<file path="src/design/esm_pkg.sv">
package esm_pkg;

  // controller time base
  localparam int CLK_KHZ         = 250000;
  localparam int TICK_MS         = 100;
  localparam int TICK_CYCLES_DEF = TICK_MS * CLK_KHZ;

  // bridge duration setting: 0 is off, n is n half-minutes up to 20
  localparam int           DUR_W          = 5;
  localparam int           HALF_MIN_S     = 30;
  localparam int           HALF_MIN_TICKS = HALF_MIN_S * 1000 / TICK_MS;
  localparam logic [4:0]   DUR_OFF        = 5'h00;
  localparam logic [4:0]   DUR_MAX_STEPS  = 5'h14;

  // rest position must be seen for this long before it counts
  localparam int           REST_MS        = 500;
  localparam int           REST_TICKS     = REST_MS / TICK_MS;

  localparam int           TIME_W         = 16;
  localparam logic [15:0]  TIME_RST       = 16'h0000;
  localparam int           DIAG_W         = 32;

  // diagnostics codes
  localparam logic [31:0] DG_NO_ENABLE   = 32'h0000_0000;
  localparam logic [31:0] DG_WAIT_INPUT  = 32'h0000_2001;
  localparam logic [31:0] DG_ONE_OPEN    = 32'h0000_2005;
  localparam logic [31:0] DG_SWITCH_OFF  = 32'h0000_2012;
  localparam logic [31:0] DG_SWITCH_ON   = 32'h0000_8002;
  localparam logic [31:0] DG_ERR_TIME    = 32'h0000_f002;
  localparam logic [31:0] DG_ERR_ONE     = 32'h0000_f00e;
  localparam logic [31:0] DG_ERR_UNDEF   = 32'h0000_f00f;

  typedef enum logic [2:0] {
    ESM_IDLE      = 3'b000,
    ESM_REST_WAIT = 3'b001,
    ESM_READY     = 3'b010,
    ESM_ENABLED   = 3'b011,
    ESM_ONE_OPEN  = 3'b100,
    ESM_ERR_TIME  = 3'b101,
    ESM_ERR_ONE   = 3'b110,
    ESM_ERR_UNDEF = 3'b111
  } esm_state_e;

  localparam esm_state_e STATE_RST = ESM_IDLE;

endpackage : esm_pkg

</file>
<file path="src/design/esm_enable_switch.sv">
module esm_enable_switch
  import esm_pkg::*;
#(
  parameter int INSTANCES   = 7,
  parameter int TICK_CYCLES = TICK_CYCLES_DEF
) (
  input  wire logic                        mclk,
  input  wire logic                        rst_b,
  input  wire logic [INSTANCES-1:0]        switch_channel_a_in,
  input  wire logic [INSTANCES-1:0]        switch_channel_b_in,
  input  wire logic [INSTANCES-1:0]        safety_activation_in,
  input  wire logic [INSTANCES-1:0]        ext_gate_in,
  input  wire logic [INSTANCES-1:0]        no_external_gate,
  input  wire logic [INSTANCES*DUR_W-1:0]  max_bridge_duration,
  output logic      [INSTANCES-1:0]        release_contact_out,
  output logic      [INSTANCES-1:0]        fault_contact_out,
  output logic      [INSTANCES*TIME_W-1:0] elapsed_bridge_time_out,
  output logic      [INSTANCES*DIAG_W-1:0] diag_word_out
);

  // elaboration checks on what the shared time base and counters can serve
  if (INSTANCES < 1 || INSTANCES > 7) begin : g_bad_instances
    $error("INSTANCES must be 1 to 7");
  end
  if (TICK_CYCLES < 2) begin : g_bad_tick
    $error("TICK_CYCLES must be at least 2");
  end
  if (HALF_MIN_TICKS * DUR_MAX_STEPS >= 2 ** TIME_W) begin : g_bad_limit
    $error("longest bridge limit does not fit the elapsed counter");
  end
  if (REST_TICKS < 1 || REST_TICKS > 15) begin : g_bad_rest
    $error("rest dwell does not fit its counter");
  end

  // limit in ticks; settings above ten minutes are held at ten
  function automatic logic [TIME_W-1:0] limit_ticks(input logic [DUR_W-1:0] dur);
    logic [DUR_W-1:0] steps;
    steps = (dur > DUR_MAX_STEPS) ? DUR_MAX_STEPS : dur;
    return TIME_W'(steps * HALF_MIN_TICKS);
  endfunction : limit_ticks

  function automatic logic [DIAG_W-1:0] diag_of(input esm_state_e st);
    logic [DIAG_W-1:0] code;
    code = DG_NO_ENABLE;
    unique case (st)
      ESM_IDLE:      code = DG_NO_ENABLE;
      ESM_REST_WAIT: code = DG_WAIT_INPUT;
      ESM_READY:     code = DG_SWITCH_OFF;
      ESM_ENABLED:   code = DG_SWITCH_ON;
      ESM_ONE_OPEN:  code = DG_ONE_OPEN;
      ESM_ERR_TIME:  code = DG_ERR_TIME;
      ESM_ERR_ONE:   code = DG_ERR_ONE;
      ESM_ERR_UNDEF: code = DG_ERR_UNDEF;
    endcase
    return code;
  endfunction : diag_of

  function automatic logic is_error(input esm_state_e st);
    return (st == ESM_ERR_TIME) || (st == ESM_ERR_ONE) || (st == ESM_ERR_UNDEF);
  endfunction : is_error

  // a synchronised pin level is trusted once stages two and three agree
  function automatic logic settled(input logic [2:0] stages);
    return stages[1] == stages[2];
  endfunction : settled

  localparam int PRE_W = $clog2(TICK_CYCLES);
  localparam logic [PRE_W-1:0] PRE_LAST = PRE_W'(TICK_CYCLES - 1);

  logic [PRE_W-1:0] pre_cnt_ff;
  logic             tick_ff;

  // shared controller time base
  always_ff @(posedge mclk or negedge rst_b) begin
    if (!rst_b) begin
      pre_cnt_ff <= '0;
    end else if (pre_cnt_ff == PRE_LAST) begin
      pre_cnt_ff <= '0;
    end else begin
      pre_cnt_ff <= pre_cnt_ff + PRE_W'(1);
    end
  end

  // one-cycle strobe per time-base period, seen by every instance together
  always_ff @(posedge mclk or negedge rst_b) begin
    if (!rst_b) begin
      tick_ff <= 1'b0;
    end else begin
      tick_ff <= (pre_cnt_ff == PRE_LAST);
    end
  end

  for (genvar i = 0; i < INSTANCES; i++) begin : g_inst
    // pin path
    logic [2:0]        sync_a_ff;
    logic [2:0]        sync_b_ff;
    logic              chan_a_ff;
    logic              chan_b_ff;
    logic              a_settled;
    logic              b_settled;
    logic              both_closed;
    logic              both_open;

    // decision and timing
    esm_state_e        state_ff;
    esm_state_e        nxt_state;
    logic [TIME_W-1:0] elapsed_ff;
    logic [TIME_W-1:0] nxt_elapsed;
    logic [3:0]        rest_cnt_ff;
    logic              active;
    logic              rest_done;
    logic              limit_hit;
    logic [TIME_W-1:0] limit;

    // three-stage pin synchronisers, one per channel
    always_ff @(posedge mclk or negedge rst_b) begin
      if (!rst_b) begin
        sync_a_ff <= 3'h0;
      end else begin
        sync_a_ff <= {sync_a_ff[1:0], switch_channel_a_in[i]};
      end
    end

    always_ff @(posedge mclk or negedge rst_b) begin
      if (!rst_b) begin
        sync_b_ff <= 3'h0;
      end else begin
        sync_b_ff <= {sync_b_ff[1:0], switch_channel_b_in[i]};
      end
    end

    assign a_settled = settled(sync_a_ff);
    assign b_settled = settled(sync_b_ff);

    // a level counts once stages two and three agree; a lone bounce is ignored
    always_ff @(posedge mclk or negedge rst_b) begin
      if (!rst_b) begin
        chan_a_ff <= 1'b0;
      end else if (a_settled) begin
        chan_a_ff <= sync_a_ff[2];
      end
    end

    always_ff @(posedge mclk or negedge rst_b) begin
      if (!rst_b) begin
        chan_b_ff <= 1'b0;
      end else if (b_settled) begin
        chan_b_ff <= sync_b_ff[2];
      end
    end

    assign active = safety_activation_in[i] & (no_external_gate[i] | ext_gate_in[i]);
    assign both_closed = chan_a_ff & chan_b_ff;
    assign both_open   = ~chan_a_ff & ~chan_b_ff;
    assign rest_done   = (rest_cnt_ff >= 4'(REST_TICKS));
    assign limit       = limit_ticks(max_bridge_duration[i*DUR_W +: DUR_W]);
    assign limit_hit   = (limit != TIME_W'(DUR_OFF)) && (elapsed_ff >= limit);

    // rest position must dwell before it is trusted as position 0
    always_ff @(posedge mclk or negedge rst_b) begin
      if (!rst_b) begin
        rest_cnt_ff <= 4'h0;
      end else if (!both_open || state_ff != ESM_REST_WAIT) begin
        rest_cnt_ff <= 4'h0;
      end else if (tick_ff && !rest_done) begin
        rest_cnt_ff <= rest_cnt_ff + 4'h1;
      end
    end

    // deactivation wins over everything and also clears errors;
    // a channel closing alone in ESM_READY is an error at once, with no discrepancy window,
    // so contacts that close far apart must be wired to switch together
    always_comb begin
      nxt_state = state_ff;
      if (!active) begin
        nxt_state = ESM_IDLE;
      end else begin
        unique case (state_ff)
          ESM_IDLE: begin
            nxt_state = ESM_REST_WAIT;
          end
          ESM_REST_WAIT: begin
            if (both_open && rest_done) begin
              nxt_state = ESM_READY;
            end
          end
          ESM_READY: begin
            if (both_closed) begin
              nxt_state = ESM_ENABLED;
            end else if (!both_open) begin
              nxt_state = ESM_ERR_UNDEF;
            end
          end
          ESM_ENABLED: begin
            if (both_open) begin
              nxt_state = ESM_REST_WAIT;
            end else if (!both_closed) begin
              nxt_state = ESM_ONE_OPEN;
            end else if (limit_hit) begin
              nxt_state = ESM_ERR_TIME;
            end
          end
          ESM_ONE_OPEN: begin
            if (both_open) begin
              nxt_state = ESM_REST_WAIT;
            end else if (both_closed) begin
              nxt_state = ESM_ERR_ONE;
            end
          end
          ESM_ERR_TIME, ESM_ERR_ONE, ESM_ERR_UNDEF: begin
            if (both_open) begin
              nxt_state = ESM_REST_WAIT;
            end
          end
        endcase
      end
    end

    always_comb begin
      nxt_elapsed = TIME_RST;
      if (nxt_state == ESM_ENABLED && state_ff == ESM_ENABLED) begin
        nxt_elapsed = elapsed_ff;
        if (tick_ff && elapsed_ff != '1) begin
          nxt_elapsed = elapsed_ff + TIME_W'(1);
        end
      end
    end

    always_ff @(posedge mclk or negedge rst_b) begin
      if (!rst_b) begin
        state_ff <= STATE_RST;
      end else begin
        state_ff <= nxt_state;
      end
    end

    // elapsed restarts from zero on every new enable
    always_ff @(posedge mclk or negedge rst_b) begin
      if (!rst_b) begin
        elapsed_ff <= TIME_RST;
      end else begin
        elapsed_ff <= nxt_elapsed;
      end
    end

    // contacts and words are registered from the next state, so they move with state_ff
    always_ff @(posedge mclk or negedge rst_b) begin
      if (!rst_b) begin
        release_contact_out[i] <= 1'b0;
      end else begin
        release_contact_out[i] <= (nxt_state == ESM_ENABLED);
      end
    end

    always_ff @(posedge mclk or negedge rst_b) begin
      if (!rst_b) begin
        fault_contact_out[i] <= 1'b0;
      end else begin
        fault_contact_out[i] <= is_error(nxt_state);
      end
    end

    always_ff @(posedge mclk or negedge rst_b) begin
      if (!rst_b) begin
        elapsed_bridge_time_out[i*TIME_W +: TIME_W] <= TIME_RST;
      end else begin
        elapsed_bridge_time_out[i*TIME_W +: TIME_W] <= nxt_elapsed;
      end
    end

    always_ff @(posedge mclk or negedge rst_b) begin
      if (!rst_b) begin
        diag_word_out[i*DIAG_W +: DIAG_W] <= DG_NO_ENABLE;
      end else begin
        diag_word_out[i*DIAG_W +: DIAG_W] <= diag_of(nxt_state);
      end
    end
  end : g_inst

endmodule : esm_enable_switch

</file>
<file path="config.mk">
export PLATFORM = sky130hd
export DESIGN_NAME = esm_enable_switch
export DESIGN_NICKNAME = d
export VERILOG_FILES = /design/src/design/esm_pkg.sv /design/src/design/esm_enable_switch.sv
export SDC_FILE = /design/constraint.sdc
export NUM_CORES = 1
export LEC_CHECK = 0
export ABC_CLOCK_PERIOD_IN_PS = 8960
export BUFFER_PORTS_ARGS = -buffer_cell sky130_fd_sc_hd__buf_4
export CAP_MARGIN = 20
export CORE_AREA = 5 5 260 160
export CTS_CLUSTER_SIZE = 10
export DETAILED_ROUTE_END_ITERATION = 16
export DIE_AREA = 0 0 265 165
export GPL_ROUTABILITY_DRIVEN = 1
export MAX_ROUTING_LAYER = met4
export PLACE_DENSITY = 0.89
export SYNTH_ARGS = -nofsm -noshare
export SYNTH_HDL_FRONTEND = slang
export SYNTH_SLANG_ARGS = --single-unit
</file>
<file path="constraint.sdc">
create_clock -name mclk -period 8.96 [get_ports mclk]
set_clock_uncertainty 0.05 [all_clocks]
set_input_delay 1.344 -clock mclk [delete_from_list [all_inputs] [get_ports mclk]]
set_output_delay 1.344 -clock mclk [all_outputs]
set_load 0.005 [all_outputs]
</file>
Word-level counts from Yosys, hierarchy flattened
Memory sizes are Yosys's and may differ from the RTL's. A register that Yosys moved wholly into a read port is not among the register bits.
Cells that the tools add are included.

storage, ports and cells
  memories kept = 7
  ROM bits = 504
  bits in registers = 481
  word-level logic and storage cells = 495

memory list
  name              words  width  read ports  clocked after memory_dff  write ports  line                     source
  (name not given)  8      9      1           1                         0            esm_enable_switch.sv:45  unique case (st)
  (name not given)  8      9      1           1                         0            esm_enable_switch.sv:45
  (name not given)  8      9      1           1                         0            esm_enable_switch.sv:45
  (name not given)  8      9      1           1                         0            esm_enable_switch.sv:45
  (name not given)  8      9      1           1                         0            esm_enable_switch.sv:45
  (name not given)  8      9      1           1                         0            esm_enable_switch.sv:45
  +1 memories       --     --     --          --                        --           --

operators by class
  reductions and logical operators = 105
  order comparisons = 21
  mux-type cells = 113
  add/sub/neg operators = 15
  $mul = 7
  equal/unequal tests = 113
  bitwise operators = 42

operator list
  cell                     count
  $mux W16                 14
  $mux W3                  70
  $eq A3 B3 Y1 const B     49
  $pmux W3 S6              7
  $add A16 B1 Y16 const B  7
  $ge A16 B14 Y1           7
  $ne A16 B16 Y1 const B   7
  $reduce_bool A16 Y1      7
  $mul A5 B7 Y12 const B   7
  $eq A3 B2 Y1 const B     21
  $mux W4                  14
  $gt A5 B5 Y1 const B     7
  $logic_and A1 B1 Y1      35
  $mux W5                  7
  $add A4 B1 Y4 const B    7
  $ge A4 B3 Y1 const B     7
  $add A25 B1 Y25 const B  1
  $eq A25 B25 Y1 const B   1
  $mux W25                 1
  $and A1 B1 Y1            21
  $eq A3 B1 Y1 const B     7
  $logic_not A1 Y1         21
  $logic_not A3 Y1         7
  $logic_or A1 B1 Y1       21
  7 further kinds          63

Depth between registers and ports, before layout
  depth after elaboration = 13
  mapped depth = 26
  depth with buffers taken out = 22

Worst setup path after synthesis
Ideal clock, no wire load.

  path type = input -> register
  start = in max_bridge_duration[34]
  end = reg elapsed_bridge_time_out[104]
  setup time = 0.142 ns
  data required time = 8.768 ns
  buffers on the path = 3
  cell stages on the path = 23
  arrival time = 5.876 ns
  slack = 2.891 ns
  path through = clkbuf_1 a21o_1 ha_1 ha_1 fa_1 ha_1 nor2_1 a2111oi_0 nor2_1 nor2_1 o21ai_0 ha_1 nand3_1 o2111a_1 nand2_1 a21oi_1 o21ai_0 inv_1 ha_1 nand2b_4 buf_6 buf_8 nor3_2

between the ends
  word-level cells in the longest chain between the ends = 13
  elaborated cells between the ends (all ways) = 15

RTL lines
  what                                                       line                      source
  start: declaration                                         esm_enable_switch.sv:14   input wire logic [INSTANCES*DUR_W-1:0] max_bridge_duration,
  $gt A5 B5 Y1                                               esm_enable_switch.sv:38   steps = (dur > DUR_MAX_STEPS) ? DUR_MAX_STEPS : dur;
  $mux W5 *                                                  esm_enable_switch.sv:38
  $mul A5 B7 Y12 *                                           esm_enable_switch.sv:39   return TIME_W'(steps * HALF_MIN_TICKS);
  $ge A16 B14 Y1 or $reduce_bool A16 Y1 (tied branches)      esm_enable_switch.sv:157  assign limit_hit = (limit != TIME_W'(DUR_OFF)) && (elapsed_ff >= limit);
  $logic_and A1 B1 Y1 *                                      esm_enable_switch.sv:157
  $mux W3 *                                                  esm_enable_switch.sv:199  end else if (limit_hit) begin
  $mux W3 *                                                  esm_enable_switch.sv:197  end else if (!both_closed) begin
  $mux W3 *                                                  esm_enable_switch.sv:195  if (both_open) begin
  $pmux W3 S6 *                                              esm_enable_switch.sv:178  unique case (state_ff)
  $mux W3 *                                                  esm_enable_switch.sv:175  if (!active) begin
  via g_inst[6].nxt_state[1]                                 esm_enable_switch.sv:106  esm_state_e nxt_state;
  $eq A3 B2 Y1 *                                             esm_enable_switch.sv:221  if (nxt_state == ESM_ENABLED && state_ff == ESM_ENABLED) begin
  $logic_and A1 B1 Y1 *                                      esm_enable_switch.sv:221
  $ne A2 B1 Y1 (no source line) or $mux W16 (tied branches)  --
  end signal: indexed assignment                             esm_enable_switch.sv:267  elapsed_bridge_time_out[i*TIME_W +: TIME_W] <= nxt_elapsed;
  end: declaration                                           esm_enable_switch.sv:17   output logic [INSTANCES*TIME_W-1:0] elapsed_bridge_time_out,

The timed path passes the listed nets; every way through them passes the cells marked *.
A chain may end at the register's enable or synchronous reset.

Final worst setup path
  start = in max_bridge_duration[8]
  end = reg elapsed_bridge_time_out[25]

between the ends
  word-level cells in the longest chain between the ends = 13
  elaborated cells between the ends (all ways) = 15

RTL lines
  what                                                       line
  $gt A5 B5 Y1                                               esm_enable_switch.sv:38
  $mux W5 *                                                  esm_enable_switch.sv:38
  $mul A5 B7 Y12 *                                           esm_enable_switch.sv:39
  $ge A16 B14 Y1 or $reduce_bool A16 Y1 (tied branches)      esm_enable_switch.sv:157
  $logic_and A1 B1 Y1 *                                      esm_enable_switch.sv:157
  $mux W3 *                                                  esm_enable_switch.sv:199
  $mux W3 *                                                  esm_enable_switch.sv:197
  $mux W3 *                                                  esm_enable_switch.sv:195
  $pmux W3 S6 *                                              esm_enable_switch.sv:178
  $mux W3 *                                                  esm_enable_switch.sv:175
  via g_inst[1].nxt_state[1]                                 esm_enable_switch.sv:106
  $eq A3 B2 Y1 *                                             esm_enable_switch.sv:221
  $logic_and A1 B1 Y1 *                                      esm_enable_switch.sv:221
  $ne A2 B1 Y1 (no source line) or $mux W16 (tied branches)  --

Marks and branches as above.

==> out/metrics.yaml <==
drive_above_1_share_pct: 13.6
vias_per_cell: 5.64
cts_setup_buffers: 0
crit_path_start_kind: "input pin"
wire_per_inst_um: 17.6
yosysTopAreaCellShare_pct: 35.7
hold_viol: 0
layout_min_cycle_time_ns: 6.47
synth_ff_type: "dfrtp_1"
htreeDepth: 2
maxCapViolCount: 0
worstHoldPathType: "reg -> reg"
worst_pin_slew_ns: 1.04
power.leakage_nw: 12.2
cts_inserted_buffers: 37
n_antenna_cell: 0
end_kind: "flip-flop"
fillers: 3110
synth.ff_latch_count: 313
track_usage_pct: 24.4
antenna_found_initial: 1
ctsLongestPathBuffers: 3
antenna_left: 0
io_pins: 422
max-vdd-ir-drop_v: 0.000124
synth_top_area_cell: "dfrtp_1"
final.setup.tns_ns: 0
grt_pass1_vias: 17300
rsz0062_at_grt: "false"
relSlewSlack_pct: 31.0
die_w_um: 265
die_y_um: 165
synth_area_mm2: 0.0219
synth-edff-count: 0
status: "finished clean"
max_freq_mhz: 155
clk_pin_slew_ns: 0.05
crit_type: "in -> reg"
yosysSeqAreaShare_pct: 35.7
rows: 56
crit_fanout: 10
worstSkewPairLatency_ns: 0.53
crit_required_ns: 9.28
first_pass_iters: 5
hold-worst-slack_ns: 0.293
initial_core_util_pct: 56.4
drt-initial-drc-count: 1584
num-nets-final: 2945
setup_viol: 0
cts.sinks: 313
port_buffers: 260
num_vias: 17500
ys_warn_count: 0
grt_pass1_wl_um: 86900
cts_root_buf: "clkbuf_16"
area_growth_pct: 12.9
drc: 0
dpl.hpwl_um: 41800
grt_max_degree: 132
synth_area_leaders: "dfrtp_1, ha_1, buf_4"
reg2reg_slack_ns: 5.24
wirelength_um: 54300
cts-hold-fix-buffers: 0
async_flop_share_pct: 100
cts-resized-gates: 0
yosysUniqueCellTypes: 82
slew_viol_final: 0
coreArea_mm2: 0.0388
routabilityCongestion: 0.983
grt-ovfl-total: 0
syn_inst: 2314
cts_tree: "yes"
min_period_over_period_pct: 72.2
syn_area_per_cell_um2: 9.47
dieArea_mm2: 0.0437
crit_arrival_ns: 6.79
power_density_mw_per_mm2: 139
-- cells in the mapped netlist (all sizes together), types with 8 or more instances --
cell and instances:
a211o 9, o31a 11, or3 11, and2 19, and4 17, nor2 249
o2111ai 8, nand3 75, nor2b 28, a31oi 16, or2 17, o21ai 92
maj3 14, a211oi 17, ha 284, xnor2 103, nand4 45, dfrtp 313
clkbuf 40, nand2 126, a21oi 71, nor3 78, o22ai 8, xor2 70
o21a 13, inv 148, o31ai 11, nand2b 25, buf 177, and3 32
a21o 24, fa 21, o211ai 20
-- critical path, cell delays in order --
cell	delay [ns]
buf_4	0.12
o21ai_0	0.37
nand2_1	0.14
inv_1	0.20
ha_1	0.20
fa_1	0.46
ha_1	0.27
a21oi_1	0.32
o21ai_0	0.24
a211oi_1	0.37
inv_1	0.09
ha_1	0.31
o21ai_0	0.08
a21oi_1	0.15
a211o_1	0.19
o32ai_1	0.09
o21ai_0	0.64
inv_1	0.18
ha_1	0.26
o21ai_1	0.39
buf_4	0.29
nor3_1	0.07
-- metal layers --
metal | global-route usage [%] | routed length, um | part of all wire [%] | vias up
li1 | - | - | - | 8262
met1 | 31.3 | 23200 | 43 | 8485
met2 | 40.2 | 26500 | 49 | 593
met3 | 5.09 | 3510 | 6.5 | 118
met4 | 5.73 | 1130 | 2.1 | 0
met5 | - | 0 | 0 | -
-- final timing paths --
kind / from / to / cells past startpoint
max: max_bridge_duration[8] / elapsed_bridge_time_out[25]$_DFFE_PN0P_ / 22
min: g_inst[4].sync_a_ff[0]$_DFF_PN0_ / g_inst[4].sync_a_ff[1]$_DFF_PN0_ / 0
max reg2reg: elapsed_bridge_time_out[18]$_DFFE_PN0P_ / elapsed_bridge_time_out[25]$_DFFE_PN0P_ / 13
min reg2reg: g_inst[4].sync_a_ff[0]$_DFF_PN0_ / g_inst[4].sync_a_ff[1]$_DFF_PN0_ / 0
max in group asynchronous: rst_b / diag_word_out[194]$_DFF_PN0_ / 2
min in group asynchronous: rst_b / elapsed_bridge_time_out[16]$_DFFE_PN0P_ / 1
-- cell type report --
cell class | instances | area [um^2] | share of cell area, %
inverter | 148 | 556 | 2.25
tap | 522 | 653 | 2.64
multi-input combinational | 1799 | 12700 | 51.2
sequential | 313 | 7830 | 31.7
clock inverter | 2 | 13.8 | 0.0556
timing repair buffer | 269 | 2030 | 8.19
clock buffer | 42 | 997 | 4.03
-- cells by family (layout without fill, tap and decap cells) --
family	Yosys count	in the layout	synth area share, %
AOI/OAI and AO/OA	387	387	12.1
xor gates and xnor gates	173	173	6.91
adders and majority gates	319	319	18.8
buffers and inverters	365	461	9.28
DFF	313	313	35.7
muxes	5	5	0.228
other	2	165	0.0343
and+or+nand+nor	750	750	16.9
-- report_power, final --
group,internal [mW],switching (mW)
logic,0.261,0.399
registers,1.44,0.0192
clock network,0.776,0.557
total,2.47,0.975
-- state kept, by name, indices dropped and copies added, names as in the netlist --
name,flops
g_inst.sync_b_ff,21
g_inst.rest_cnt_ff,28
g_inst.state_ff,21
diag_word_out,56
tick_ff,1
release_contact_out,7
elapsed_bridge_time_out,112
g_inst.sync_a_ff,21
pre_cnt_ff,25
fault_contact_out,7
g_inst.chan_a_ff,7
g_inst.chan_b_ff,7
-- cells in the final DEF, fill, tap and decap left out, drive strengths merged, types with 17 or more instances in the layout --
cell,synthesis,final
dfrtp,313,313
ha,284,284
buf,177,269
nor2,249,249
conb,2,165
inv,148,149
nand2,126,126
xnor2,103,103
o21ai,92,92
nor3,78,78
nand3,75,75
a21oi,71,71
xor2,70,70
nand4,45,45
clkbuf,40,42
and3,32,32
nor2b,28,28
nand2b,25,25
a21o,24,24
fa,21,21
o211ai,20,20
and2,19,19
or2,17,17
a211oi,17,17
and4,17,17
-- metrics by stage --
step | std cells | utilization, % | worst slack [ns] | cell area, um^2 | power (mW)
3_3_place_gp | 3048 | 61.1 | 2.49 | 23700 | 2.08
3_5_place_dp | 3050 | 61.1 | 2.17 | 23700 | 2.12
6_report | 3095 | 63.7 | 2.49 | 24700 | 3.45
4_1_cts | 3094 | 63.7 | 2.67 | 24700 | 3.47
5_1_grt | 3095 | 63.7 | 2.18 | 24700 | 3.63
2_1_floorplan | 2477 | - | 2.89 | 22500 | 1.98
(Power assumes the default switching activity.)
